===== src/hw/isc_pkg.sv =====
package isc_pkg;

  // ****************************************************************
  // register map
  // ****************************************************************
  localparam int          ADDR_W          = 8;
  localparam int          DATA_W          = 32;
  localparam logic [7:0]  OFS_INT_STATUS  = 8'h58;
  localparam logic [7:0]  OFS_BYTE_TEST   = 8'h64;
  localparam logic [31:0] STATUS_RESET    = 32'h0000_0000;
  localparam logic [31:0] READ_IDLE       = 32'h0000_0000;

  // ****************************************************************
  // status bit positions
  // ****************************************************************
  localparam int BIT_SW_REQ      = 31;
  localparam int BIT_TX_HALT     = 25;
  localparam int BIT_RX_HALT     = 24;
  localparam int BIT_DROP_HALF   = 23;
  localparam int BIT_TX_DONE     = 21;
  localparam int BIT_RX_DMA      = 20;
  localparam int BIT_TIMER_WRAP  = 19;
  localparam int BIT_XCVR        = 18;
  localparam int BIT_POWER_EVT   = 17;
  localparam int BIT_TX_STS_OVF  = 16;
  localparam int BIT_RX_WDOG     = 15;
  localparam int BIT_RX_ERR      = 14;
  localparam int BIT_TX_ERR      = 13;
  localparam int BIT_TX_OVERRUN  = 10;
  localparam int BIT_TX_SPACE    = 9;
  localparam int BIT_TX_STS_FULL = 8;
  localparam int BIT_TX_STS_LVL  = 7;
  localparam int BIT_FRAME_DROP  = 6;
  localparam int BIT_RX_STS_FULL = 4;
  localparam int BIT_RX_STS_LVL  = 3;
  localparam int BIT_PIN_LSB     = 0;
  localparam int PIN_COUNT       = 3;

  // implemented bits, and bits that a write of one clears
  localparam logic [31:0] USED_MASK  = 32'h83bf_e7df;
  localparam logic [31:0] CLEAR_MASK = 32'h83bf_e7df & ~32'h0004_0000;

  // ****************************************************************
  // event thresholds
  // ****************************************************************
  localparam logic [15:0] WDOG_LEN_BYTES = 16'd2048;
  localparam logic [31:0] DROP_HALF_PREV = 32'h7fff_ffff;
  localparam logic [31:0] DROP_HALF_NEXT = 32'h8000_0000;
  localparam logic [15:0] TIMER_ZERO     = 16'h0000;
  localparam logic [15:0] TIMER_MAX      = 16'hffff;
  localparam int          LEVEL_W        = 8;
  localparam int          DMA_CNT_W      = 12;
  localparam logic [11:0] DMA_CNT_ONE    = 12'h001;
  localparam logic [11:0] DMA_CNT_ZERO   = 12'h000;

endpackage : isc_pkg


===== src/hw/isc_status_collector.sv =====
module isc_status_collector
(
  input  wire logic                           ref_clk,
  input  wire logic                           resetn,
  input  wire logic                           hostWrEn,
  input  wire logic                           hostRdEn,
  input  wire logic [isc_pkg::ADDR_W-1:0]     hostAddr,
  input  wire logic [isc_pkg::DATA_W-1:0]     hostWrData,
  output logic      [isc_pkg::DATA_W-1:0]     hostRdData,
  output logic                                hostRdValid,
  input  wire logic [isc_pkg::DATA_W-1:0]     intEnableMask,
  input  wire logic                           softwareRequestTrigger,
  input  wire logic                           stopTxRequest,
  input  wire logic                           txHalted,
  input  wire logic                           rxHalted,
  input  wire logic [31:0]                    dropCount,
  input  wire logic                           txBufferLoaded,
  input  wire logic                           completionNotifyMarker,
  input  wire logic                           rxDmaLoad,
  input  wire logic [isc_pkg::DMA_CNT_W-1:0]  receiveDmaCount,
  input  wire logic                           rxFifoRead,
  input  wire logic [15:0]                    timerCount,
  input  wire logic                           transceiverEventPin,
  input  wire logic                           powerWakeDetect,
  input  wire logic                           txStatusPush,
  input  wire logic                           txStatusFull,
  input  wire logic                           rxPacketEnd,
  input  wire logic [15:0]                    rxPacketLen,
  input  wire logic                           rxErrorEvent,
  input  wire logic                           txErrorEvent,
  input  wire logic                           txDataWrite,
  input  wire logic                           txDataFull,
  input  wire logic [isc_pkg::LEVEL_W-1:0]    txDataFreeBlocks,
  input  wire logic [isc_pkg::LEVEL_W-1:0]    txDataLevel,
  input  wire logic [isc_pkg::LEVEL_W-1:0]    txStatusUsedWords,
  input  wire logic [isc_pkg::LEVEL_W-1:0]    txStatusLevel,
  input  wire logic                           rxStatusFull,
  input  wire logic [isc_pkg::LEVEL_W-1:0]    rxStatusUsedWords,
  input  wire logic [isc_pkg::LEVEL_W-1:0]    rxStatusLevel,
  input  wire logic                           frameDropped,
  input  wire logic [isc_pkg::PIN_COUNT-1:0]  pinEventPins,
  input  wire logic [isc_pkg::PIN_COUNT-1:0]  pinEventEnable,
  input  wire logic [isc_pkg::PIN_COUNT-1:0]  pinEventRising,
  output logic      [isc_pkg::DATA_W-1:0]     interruptEventStatus,
  output logic                                masterIrq,
  output logic                                powerEventIrq,
  output logic                                wakeRequest
);

  import isc_pkg::*;

  // ****************************************************************
  // declarations
  // ****************************************************************
  logic [DATA_W-1:0]    status_r;
  logic [DATA_W-1:0]    status_nxt;
  logic [DATA_W-1:0]    setVec;
  logic [DATA_W-1:0]    clearVec;
  logic [DATA_W-1:0]    rdData_r;
  logic                 rdValid_r;
  logic                 masterIrq_r;
  logic                 powerIrq_r;
  logic                 wake_r;
  logic [31:0]          dropPrev_r;
  logic [15:0]          timerPrev_r;
  logic [DMA_CNT_W-1:0] dmaLeft_r;
  logic                 dmaDone;
  logic                 xcvrLevel;
  logic [PIN_COUNT-1:0] pinRise;
  logic [PIN_COUNT-1:0] pinFall;
  logic                 stsWrite;
  logic                 testWrite;

  // strictly-greater threshold compare
  function automatic logic above(input logic [LEVEL_W-1:0] value,
                                 input logic [LEVEL_W-1:0] level);
    above = value > level;
  endfunction : above

  // host access decode
  function automatic logic hit(input logic               en,
                               input logic [ADDR_W-1:0] addr,
                               input logic [ADDR_W-1:0] ofs);
    hit = en && (addr == ofs);
  endfunction : hit

  // ****************************************************************
  // pin synchronisers
  // ****************************************************************
  isc_pin_sync #(.WIDTH(1)) uXcvrSync (
    .ref_clk  (ref_clk),
    .resetn   (resetn),
    .pinAsync (transceiverEventPin),
    .pinLevel (xcvrLevel),
    .pinRise  (),
    .pinFall  ()
  );

  isc_pin_sync #(.WIDTH(PIN_COUNT)) uPinSync (
    .ref_clk  (ref_clk),
    .resetn   (resetn),
    .pinAsync (pinEventPins),
    .pinLevel (),
    .pinRise  (pinRise),
    .pinFall  (pinFall)
  );

  // ****************************************************************
  // event history
  // ****************************************************************
  always_ff @(posedge ref_clk or negedge resetn)
  begin
    if (!resetn)
    begin
      dropPrev_r  <= '0;
      timerPrev_r <= TIMER_MAX;
    end
    else
    begin
      dropPrev_r  <= dropCount;
      timerPrev_r <= timerCount;
    end
  end

  // receive dma countdown
  always_ff @(posedge ref_clk or negedge resetn)
  begin
    if (!resetn)
    begin
      dmaLeft_r <= DMA_CNT_ZERO;
    end
    else if (rxDmaLoad)
    begin
      dmaLeft_r <= receiveDmaCount;
    end
    else if (rxFifoRead && (dmaLeft_r != DMA_CNT_ZERO))
    begin
      dmaLeft_r <= dmaLeft_r - DMA_CNT_ONE;
    end
  end

  assign dmaDone = !rxDmaLoad && rxFifoRead && (dmaLeft_r == DMA_CNT_ONE);

  // ****************************************************************
  // set and clear vectors
  // ****************************************************************
  assign stsWrite  = hit(hostWrEn, hostAddr, OFS_INT_STATUS);
  assign testWrite = hit(hostWrEn, hostAddr, OFS_BYTE_TEST);

  always_comb
  begin
    setVec                  = '0;
    setVec[BIT_SW_REQ]      = softwareRequestTrigger;
    setVec[BIT_TX_HALT]     = stopTxRequest && txHalted;
    setVec[BIT_RX_HALT]     = rxHalted;
    setVec[BIT_DROP_HALF]   = (dropPrev_r == DROP_HALF_PREV) &&
                              (dropCount == DROP_HALF_NEXT);
    setVec[BIT_TX_DONE]     = txBufferLoaded &&
                              completionNotifyMarker;
    setVec[BIT_RX_DMA]      = dmaDone;
    setVec[BIT_TIMER_WRAP]  = (timerPrev_r == TIMER_ZERO) &&
                              (timerCount == TIMER_MAX);
    setVec[BIT_POWER_EVT]   = powerWakeDetect;
    setVec[BIT_TX_STS_OVF]  = txStatusPush && txStatusFull;
    setVec[BIT_RX_WDOG]     = rxPacketEnd &&
                              (rxPacketLen > WDOG_LEN_BYTES);
    setVec[BIT_RX_ERR]      = rxErrorEvent;
    setVec[BIT_TX_ERR]      = txErrorEvent;
    setVec[BIT_TX_OVERRUN]  = txDataWrite && txDataFull;
    setVec[BIT_TX_SPACE]    = above(txDataFreeBlocks, txDataLevel);
    setVec[BIT_TX_STS_FULL] = txStatusFull;
    setVec[BIT_RX_STS_FULL] = rxStatusFull;
    setVec[BIT_TX_STS_LVL]  = above(txStatusUsedWords, txStatusLevel);
    setVec[BIT_RX_STS_LVL]  = above(rxStatusUsedWords, rxStatusLevel);
    setVec[BIT_FRAME_DROP]  = frameDropped;
    setVec[BIT_PIN_LSB +: PIN_COUNT] = pinEventEnable &
      ((pinEventRising & pinRise) | (~pinEventRising & pinFall));
  end

  assign clearVec = stsWrite ? (hostWrData & CLEAR_MASK) : '0;

  always_comb
  begin
    status_nxt = ((status_r & ~clearVec) | setVec) & USED_MASK;
    status_nxt[BIT_XCVR] = xcvrLevel;
  end

  // ****************************************************************
  // status register
  // ****************************************************************
  always_ff @(posedge ref_clk or negedge resetn)
  begin
    if (!resetn)
    begin
      status_r <= STATUS_RESET;
    end
    else
    begin
      status_r <= status_nxt;
    end
  end

  // ****************************************************************
  // host read port
  // ****************************************************************
  always_ff @(posedge ref_clk or negedge resetn)
  begin
    if (!resetn)
    begin
      rdData_r  <= READ_IDLE;
      rdValid_r <= 1'b0;
    end
    else
    begin
      rdValid_r <= hostRdEn;
      if (hit(hostRdEn, hostAddr, OFS_INT_STATUS))
      begin
        rdData_r <= status_r;
      end
      else
      begin
        rdData_r <= READ_IDLE;
      end
    end
  end

  // ****************************************************************
  // interrupt indications and wake
  // ****************************************************************
  always_ff @(posedge ref_clk or negedge resetn)
  begin
    if (!resetn)
    begin
      masterIrq_r <= 1'b0;
      powerIrq_r  <= 1'b0;
    end
    else
    begin
      masterIrq_r <= |(status_r & intEnableMask);
      powerIrq_r  <= status_r[BIT_POWER_EVT] &&
                     intEnableMask[BIT_POWER_EVT];
    end
  end

  always_ff @(posedge ref_clk or negedge resetn)
  begin
    if (!resetn)
    begin
      wake_r <= 1'b0;
    end
    else
    begin
      wake_r <= testWrite;
    end
  end

  assign hostRdData           = rdData_r;
  assign hostRdValid          = rdValid_r;
  assign interruptEventStatus = status_r;
  assign masterIrq            = masterIrq_r;
  assign powerEventIrq        = powerIrq_r;
  assign wakeRequest          = wake_r;
endmodule : isc_status_collector


===== src/hw/isc_pin_sync.sv =====
module isc_pin_sync #(
  parameter int WIDTH = 1
) (
  input  wire logic             ref_clk,
  input  wire logic             resetn,
  input  wire logic [WIDTH-1:0] pinAsync,
  output logic      [WIDTH-1:0] pinLevel,
  output logic      [WIDTH-1:0] pinRise,
  output logic      [WIDTH-1:0] pinFall
);

  logic [WIDTH-1:0] meta_r;
  logic [WIDTH-1:0] sync_r;
  logic [WIDTH-1:0] prev_r;

  // ****************************************************************
  // two-stage synchroniser and edge history
  // ****************************************************************
  always_ff @(posedge ref_clk or negedge resetn)
  begin
    if (!resetn)
    begin
      meta_r <= '0;
      sync_r <= '0;
      prev_r <= '0;
    end
    else
    begin
      meta_r <= pinAsync;
      sync_r <= meta_r;
      prev_r <= sync_r;
    end
  end

  assign pinLevel = sync_r;
  assign pinRise  = sync_r & ~prev_r;
  assign pinFall  = ~sync_r & prev_r;

endmodule : isc_pin_sync


===== config.mk =====
export PLATFORM = sky130hd
export DESIGN_NAME = isc_status_collector
export DESIGN_NICKNAME = d
export VERILOG_FILES = /design/src/hw/isc_pkg.sv /design/src/hw/isc_status_collector.sv /design/src/hw/isc_pin_sync.sv
export SDC_FILE = /design/constraint.sdc
export NUM_CORES = 1
export LEC_CHECK = 0
export BUFFER_PORTS_ARGS = -buffer_cell sky130_fd_sc_hd__buf_2
export CAP_MARGIN = 25
export CORE_AREA = 2 2 114 116
export DETAILED_ROUTE_END_ITERATION = 8
export DIE_AREA = 0 0 116 118
export PLACE_DENSITY_LB_ADDON = 0.3
export SLEW_MARGIN = 30
export SYNTH_ARGS = -nofsm -noshare
export SYNTH_HDL_FRONTEND = slang
export SYNTH_SLANG_ARGS = --single-unit

===== constraint.sdc =====
create_clock -name ref_clk -period 3.07 [get_ports ref_clk]
set_input_delay 0 -clock ref_clk [delete_from_list [all_inputs] [get_ports ref_clk]]
set_output_delay 0 -clock ref_clk [all_outputs]
set_load 0.005 [all_outputs]

==> results.md, run 1 <==
Run status:
- The flow ran to the end, and the final reports show no timing, DRC or antenna violations.

STA:
- In this run the tightest slew margin relative to its limit is 45.0%.
- Derived from the worst setup path, the maximum achievable clock frequency is about 370 MHz.
- For the pin with the worst max-slew slack, the measured transition is about 0.82 ns.
- Across all hold checks on the routed design, the worst slack comes to 0.0876 ns.
- The number of hold-slack violations in the final timing report is 0.
- The portion of the clock cycle consumed by the worst path in the final layout is 88.7%.
- Setup violations remaining at the end of the flow were counted as 0.
- The setup total negative slack is 0 ns.
- Clock skew on the completed layout was measured at between 0.006 and 0.007 ns.
- Setup repair after global routing left no endpoint under its margin.
- The count of final max-slew check failures was 0.
- The routed design could run at a clock period as short as 2.72 ns.

GRT:
- The maximum number of pins on one net before global-route repair is 73.
- Global routing consumed, over all layers together, 24.5% of the routing resources.
- The number of antenna violations at the first check in global routing came to 3.
- After global routing the overflow that remains totals 0.
- The number of global-route vias before repair is 5,327.
- The global-route wire length before repair is 25,300 um.

Synthesis:
- In this run the cell area of the synthesized design comes to 5140 um2.
- The sequential share of the synthesized area is between 50 and 60%.
- Yosys mapped a number of flops with a built-in enable equal to 0.
- The flip-flop and latch count after synthesis is around 120.
- The most instantiated flip-flop cell in the synthesis netlist is dfrtp_1.
- Of all flip-flops after synthesis, the portion carrying an async set or reset was 100%.
- The number of different library cells in the post-synthesis netlist is 45.
- Synthesis produced a netlist whose cell count is 449.
- For this run, the number of Yosys warnings is 0.
- The average cell area after synthesis is 11.5 um2.

Die:
- Measured along the x axis, the die boundary spans around 120 um.
- The die covers between 10,000 and 15,000 um2.
- The number of placement rows is around 40.
- The initial core utilization is approximately two fifths.
- The number of top-level pins is 296.
- The area of the placeable core is 12,400 um2.
- The die height is 118 um.

Setup path:
- The maximum net fanout on the critical path is 8.
- The critical path is of the reg -> reg type.
- The data arrival time of the worst path is 3.02 ns.
- Together, buffers and inverters on the worst path number 1.
- In this design, the critical path's most frequently occurring cell is nor2_1.
- The endpoint type of the worst setup path is a flop.
- Among cell families on the critical path, the largest total delay comes from simple AND/OR/NAND/NOR gates.
- The required time of the critical path is roughly 3.4 ns.
- The kind of launch point of the worst setup path is a flop.
- For this design, the slowest cell found on the critical path is or4_1.
- On the worst path, the slowest cell contributes a delay of 0.67 ns.
- The signal on the critical path passes through or4_1 -> nor4_4 -> nor2_1 -> o21ai_0 -> nor2_1 -> dlygate4sd3_1.

Worst hold path:
- The worst hold path belongs to the class in -> reg.

Place:
- The weighted congestion at the end of routability-driven global placement is 0.850.
- Input and output buffers added on the ports amount to roughly 260.
- Summing all placed instances gives a cell area of 6560 um2.
- Summed over all nets, the half-perimeter wirelength after detailed placement is 11,000 um.

Clocking:
- The insertion delay to the later sink of the worst-skew pair is 0.42 ns.
- The total clock buffers created by CTS is 17.
- The clock tree from TritonCTS is done.
- The buffer levels on the longest clock path is 2.
- After clock tree synthesis, the clock-pin slew on the worst setup and hold paths is ~0.06 ns.
- The quantity of gates resized following cts is 0.
- The clock sink total is approximately 120.
- The count of buffers added by post-CTS timing repair for setup is 0.
- The H-tree depth reported by CTS is 4.
- The tree is rooted in a clkbuf_16.

Routing:
- The number of remaining DRC errors is 0.
- In the final routed layout, each cell accounts on average for 16.1 um.
- For this run, the detailed router's first-pass iteration total came to 5.
- The vias after detailed routing is 5,028.
- The detail-routed via count per cell is around 4.9.
- The overall routed net length is 16,300 um.
- The number of DRC violations after detailed-routing iteration 0 is 306.
- Once detail routing completed, the nets flagged for antenna violations numbered 0.

Cells and area:
- In the final design database the tool counted around 1,100 nets.
- The top cell types in the final layout, fill and taps aside, are 257 x buf_2, 112 x dlygate4sd3_1, 105 x dfrtp_1.
- The ratio of cells with drive above 1 in the final layout is 37.1%.
- Relative to the synthesized area, the layout overhead comes to 62.7%.
- The number of inserted filler cells in the final layout is approximately 940.
- The library cell used most frequently in the layout, excluding fill and tap cells, is buf_2.
- Summing all non-filler instances in the final layout gives an area of 8360 um2.
- Cells fill 67.4% of the core in the end.

Power and ir drop:
- The worst-case IR drop observed on VDD is roughly 0.52 mV.
- The total power of the final layout is 4.45 mW.
- Power spread over the standard cell area amounts to 532 nW/um2.
- The analysis attributes to cell leakage a power of 4.04 nW.

Flow run:
- Max-cap violations in this run came to 0.
[state kept, by name (all words and copies together), names as in the netlist]
| name | flops |
|---|---|
| dropPrev_r | 32 |
| hostRdData | 23 |
| interruptEventStatus | 23 |
| timerPrev_r | 16 |
| dmaLeft_r | 12 |
| uPinSync.meta_r | 3 |
| uPinSync.pinLevel | 3 |
| uPinSync.prev_r | 3 |
| hostRdValid | 1 |
| masterIrq | 1 |
| powerEventIrq | 1 |
| uXcvrSync.meta_r | 1 |
| uXcvrSync.pinLevel | 1 |
| wakeRequest | 1 |
[cells by family (layout without fill, tap and decap cells)]
logic type	after synthesis	after routing	synth area share, %
AO/OA/AOI/OAI	82	82	10.4
buffers and inverters	55	430	5.57
other	1	21	0.0729
multiplexers	2	2	0.389
AND/OR/NAND/NOR	160	160	17.5
flip-flops	121	121	59.3
XOR/XNOR	1	1	0.170
adder cells (fa/ha/maj)	27	27	6.57
[synth_stat cells, drive strengths merged (12+ instances only)]
| cell type | number | share of area, % |
|---|---|---|
| buf | 23 | 3.2 |
| nor2 | 18 | 1.3 |
| ha | 27 | 6.6 |
| o21ai | 17 | 1.7 |
| dfrtp | 105 | 51 |
| inv | 27 | 2.0 |
| a21oi | 21 | 2.0 |
| a22oi | 12 | 1.8 |
| nand2 | 42 | 3.1 |
| nor4 | 21 | 2.8 |
| and2 | 24 | 2.9 |
| nand4 | 22 | 2.7 |
| dfstp | 16 | 8.2 |
[worst paths after layout]
path | slack [ns] | end | cells after the start | start
worst max-delay path | 0.35 | dmaLeft_r[8]$_DFFE_PN0P_ | 6 | dmaLeft_r[6]$_DFFE_PN0P_
worst min-delay path | 0.09 | interruptEventStatus[3]$_DFF_PN0_ | 6 | rxStatusUsedWords[7]
worst max register to register | 0.35 | dmaLeft_r[8]$_DFFE_PN0P_ | 6 | dmaLeft_r[6]$_DFFE_PN0P_
worst min register to register | 0.35 | interruptEventStatus[18]$_DFF_PN0_ | 0 | uXcvrSync.pinLevel$_DFF_PN0_
max in group asynchronous | 2.20 | timerPrev_r[1]$_DFF_PN1_ | 3 | resetn
min in group asynchronous | 0.14 | interruptEventStatus[21]$_DFF_PN0_ | 2 | resetn
[routing by layer]
layer,vias to the layer above,GRT usage (%),wire length [um]
met5,-,0,0
met4,0,10.6,444
met3,39,8.86,1340
met2,249,44.3,8600
met1,2398,24.9,5930
li1,2342,-,-
[per-stage QoR]
stage	instances	worst slack, ns
floorplan	466	1.07
global placement	870	0.883
detailed placement	870	0.864
CTS	1013	0.407
global route	1014	0.254
finish	1016	0.347
[power breakdown]
part	switching [mW]	total, mW	internal, mW
Sequential	0.0455	1.72	1.67
Clock	0.704	2.27	1.56
Combinational	0.207	0.468	0.260
Total	0.957	4.45	3.49
[worst register-to-register path, delay by kind of cell, from the launching register on]
kind	cells	cell delay [ns]
compound gates	1	0.20
buf+inv	1	0.55
flops	1	0.43
simple gates	4	1.42
[final cells by class]
class	instances	area, um2	share of cell area [%]
clock inverter	11	219	2.62
inverter	27	101	1.21
timing repair buffer	372	2450	29.2
multi-input combinational	290	1870	22.4
clock buffer	20	457	5.46
tap	172	215	2.57
sequential	121	3050	36.4
antenna	3	7.51	0.0898
[what timing repair did]
| item | 4_1_cts | 5_1_grt |
|---|---|---|
| hold endpoints to repair | 161 | 0 |
| setup endpoints to repair | 0 | 0 |
| hold buffers | 112 | 0 |
Power figures use the tool's default switching activity.
==> run 2: changes to the inputs <==
Settings changed: PLACE_DENSITY from default to 0.76, PLACE_DENSITY_LB_ADDON 0.3 to default.
==> run 2 against run 1 <==
Effect of this change:
- clock skew hardly changed
- fmax is 1.9% lower
- critical endpoint unchanged
- clock power is 11% lower
- power is 5.5% lower
- sequential share of layout area is 0.36 points higher
- register-to-register slack worse by 0.05 ns
- hold slack worse by 0.0099 ns
- critical path type unchanged
- largest cell class unchanged
- sequential cell count stayed put
- setup slack worse by 0.053 ns
==> results.md, run 2 (same netlist as run 1, synthesis figures left out) <==
Routing:
- The routed wire length per instance is 16.7 um (+4.1%).
- The detail-routed via count per cell was 4.96 (+0.28%).
- The number of nets still failing antenna checks after routing was 0 (unchanged).
- The number of detailed-route iterations in the first pass is 4 (-1).
- The number of DRC violations after detailed-routing iteration 0 is 249 (-19%).
- The number of remaining DRC errors is 0 (unchanged).
- The vias after detailed routing came to 5,037 (+0.18%).
- The overall routed net length is 17,000 um (+4.0%).

STA:
- The transition time at the pin with the least slew margin came to 0.901 ns (+0.0759 ns).
- The portion of the clock cycle consumed by the worst path in the final layout came to 90.4% (+1.7 points).
- The setup total negative slack was 0 ns (unchanged).
- Setup repair after global routing left no endpoint under its margin.
- The maximum frequency from static timing analysis is 360 MHz (-1.9%).
- The post-layout minimum cycle time is 2.78 ns (+0.0527 ns).
- The number of hold-slack violations in the final timing report came to 0 (unchanged).
- The count of final max-slew check failures is 0 (unchanged).
- The worst setup skew after layout is 0.00570 ns (-0.000415 ns).
- The headroom to the max-slew limit is 40.0% (-5.1 points).
- The number of setup violations in the final report is 0 (unchanged).

Worst hold path:
- The path class of the tightest hold or removal check is in -> reg.

Cells and area:
- The number of flip-flops in the largest register was 32 (unchanged).
- Leaving out fill and tap cells, the most frequent cells in the layout are 257 x buf_2, 112 x dlygate4sd3_1, 105 x dfrtp_1.
- The synthesis-to-layout area growth is 61.1%.
- The most common cell after layout, fill and taps aside is buf_2.
- The final non-filler cell total came to 1,015 (-0.098%).
- The total inserted antenna cells is 0 (-3).
- The largest register by flop count is dropPrev_r.
- The final layout net count is 1,085 (+0.092%).
- The ratio of cells with drive above 1 in the final layout is 37.0% (-0.088 points).

Die:
- The number of top-level pins came to 296 (unchanged).
- The initial core utilization is 41.4% (unchanged).
- The area of the placeable core is 12,400 um2 (unchanged).
- The die height is 118 um (unchanged).
- The width of the chip was 116 um (unchanged).
- The number of placement rows is 41 (unchanged).
- The overall die area came to 13,700 um2 (unchanged).

Clocking:
- The clock tree from TritonCTS is done.
- The insertion delay to the later sink of the worst-skew pair is 0.41 ns (about the same).
- The root buffer selected by CTS is clkbuf_16.
- The clock sink total is 121 (unchanged).
- The register clock-pin slew on the reported worst setup and hold paths is 0.05 ns (about the same).
- The H-tree depth reported by CTS is 4 (unchanged).
- The quantity of gates resized following cts is 0 (unchanged).
- The buffer levels on the longest clock path is 2 (unchanged).
- The total clock buffers created by CTS came to 17 (unchanged).

Power and ir drop:
- The peak ir drop on the vdd network was 0.391 mV (-25%).
- The net switching power of the design came to 955 uW (-0.22%).
- The leakage power total is 4.00 nW (-1.1%).
- The share of total power consumed by net switching came to 22.7% (+1.2 points).
- The cell internal power dissipation is 3.25 mW (-6.9%).
- The register share of total power was 40.8% (+2.2 points).
- The power per unit of standard cell area is 508 nW/um2 (-4.5%).
- The total power of the final layout is 4.21 mW (-5.5%).
- The clock share of power came to 47.9% (-3.0 points).
- The combinational share of power is 11.4% (+0.9 points).

Place:
- The number of buffer cells added on primary ports is 258 (unchanged).
- The weighted congestion at the end of routability-driven global placement came to 0.850 (about the same).
- The placed wire-length estimate after detailed placement is 11,300 um (+2.9%).
- The number of placed cells counting well taps is 871 (+0.11%).

GRT:
- The total grt overflow is 0 (unchanged).
- The maximum number of pins on one net before global-route repair is 88 (+21%).
- The global-route wire length before repair came to 26,200 um (+3.7%).
- The number of global-route vias before repair is 5,531 (+3.8%).
- The total global routing track utilization came to 25.2% (+0.67 points).
- The number of antenna violations at the first check in global routing is 0 (-3).

Setup path:
- The required time of the critical path is 3.35 ns (-0.02 ns).
- The maximum net fanout on the critical path was 8 (unchanged).
- The classification of the worst setup path is reg -> reg.
- The data arrival time of the worst path is 3.06 ns (+0.04 ns).
- The flop-to-flop setup slack is 0.29 ns (-0.05 ns).
- The kind of launch point of the worst setup path is a flop.
- STA classifies the critical path endpoint as a flop.

Run status:
- The run finished with clean final reports.

Flow run:
- The count of maximum capacitance violations is 0 (unchanged).
run 2: cell type report:
type,count,area [um2]
Fill cell,934,4130
Sequential cell,121,3050
Timing Repair Buffer,373,2440
Multi-Input combinational cell,290,1870
Clock buffer,22,464
Tap cell,172,215
Clock inverter,10,143
Inverter,27,101
run 2: worst max-delay path, cell delays in order (launching register included):
cell and delay (ns):
dfrtp_1 0.42, or4_1 0.66, nor4_4 0.50, nor2_1 0.19
o21ai_0 0.24, nor2_1 0.09, dlygate4sd3_1 0.57
run 2: per-stage QoR:
| stage | utilization [%] | hold slack [ns] | worst slack [ns] | area (um2) |
|---|---|---|---|---|
| global placement | 52.8 | 0.109 | 0.898 | 6550 |
| global route | 66.7 | 0.121 | 0.145 | 8280 |
| CTS | 66.7 | 0.0612 | 0.399 | 8280 |
| floorplan | - | -0.296 | 1.07 | 5200 |
| finish | 66.7 | 0.0777 | 0.294 | 8280 |
| detailed placement | 52.8 | 0.106 | 0.870 | 6560 |
run 2: layer usage:
metal | vias up | part of all wire, % | GRT usage, %
li1 | 2343 | - | -
met1 | 2388 | 36 | 25.8
met2 | 251 | 53 | 45.2
met3 | 55 | 6.4 | 6.54
met4 | 0 | 4.4 | 14.9
met5 | - | 0 | 0
run 2: what timing repair did:
item,CTS,global route
hold buffers,112,0
hold endpoints to repair,171,0
buffers inserted,0,0
run 2: worst paths after layout:
kind | from | end | cells after the start
max | dmaLeft_r[6]$_DFFE_PN0P_ | dmaLeft_r[8]$_DFFE_PN0P_ | 6
min | rxDmaLoad | dmaLeft_r[6]$_DFFE_PN0P_ | 2
max reg2reg | dmaLeft_r[6]$_DFFE_PN0P_ | dmaLeft_r[8]$_DFFE_PN0P_ | 6
min reg2reg | uPinSync.meta_r[0]$_DFF_PN0_ | uPinSync.pinLevel[0]$_DFF_PN0_ | 0
max in group asynchronous | resetn | interruptEventStatus[9]$_DFF_PN0_ | 3
min in group asynchronous | resetn | dmaLeft_r[6]$_DFFE_PN0P_ | 2
run 2: power by group through the flow:
stage                     Sequential (mW)  Combinational (mW)  Clock (mW)
after detailed placement             1.74               0.367           0
after CTS                            1.71               0.465        2.06
final                                1.72               0.478        2.01
after global placement               1.73               0.347           0
after floorplan                      1.73               0.165           0
after global routing                 1.72               0.529        2.13
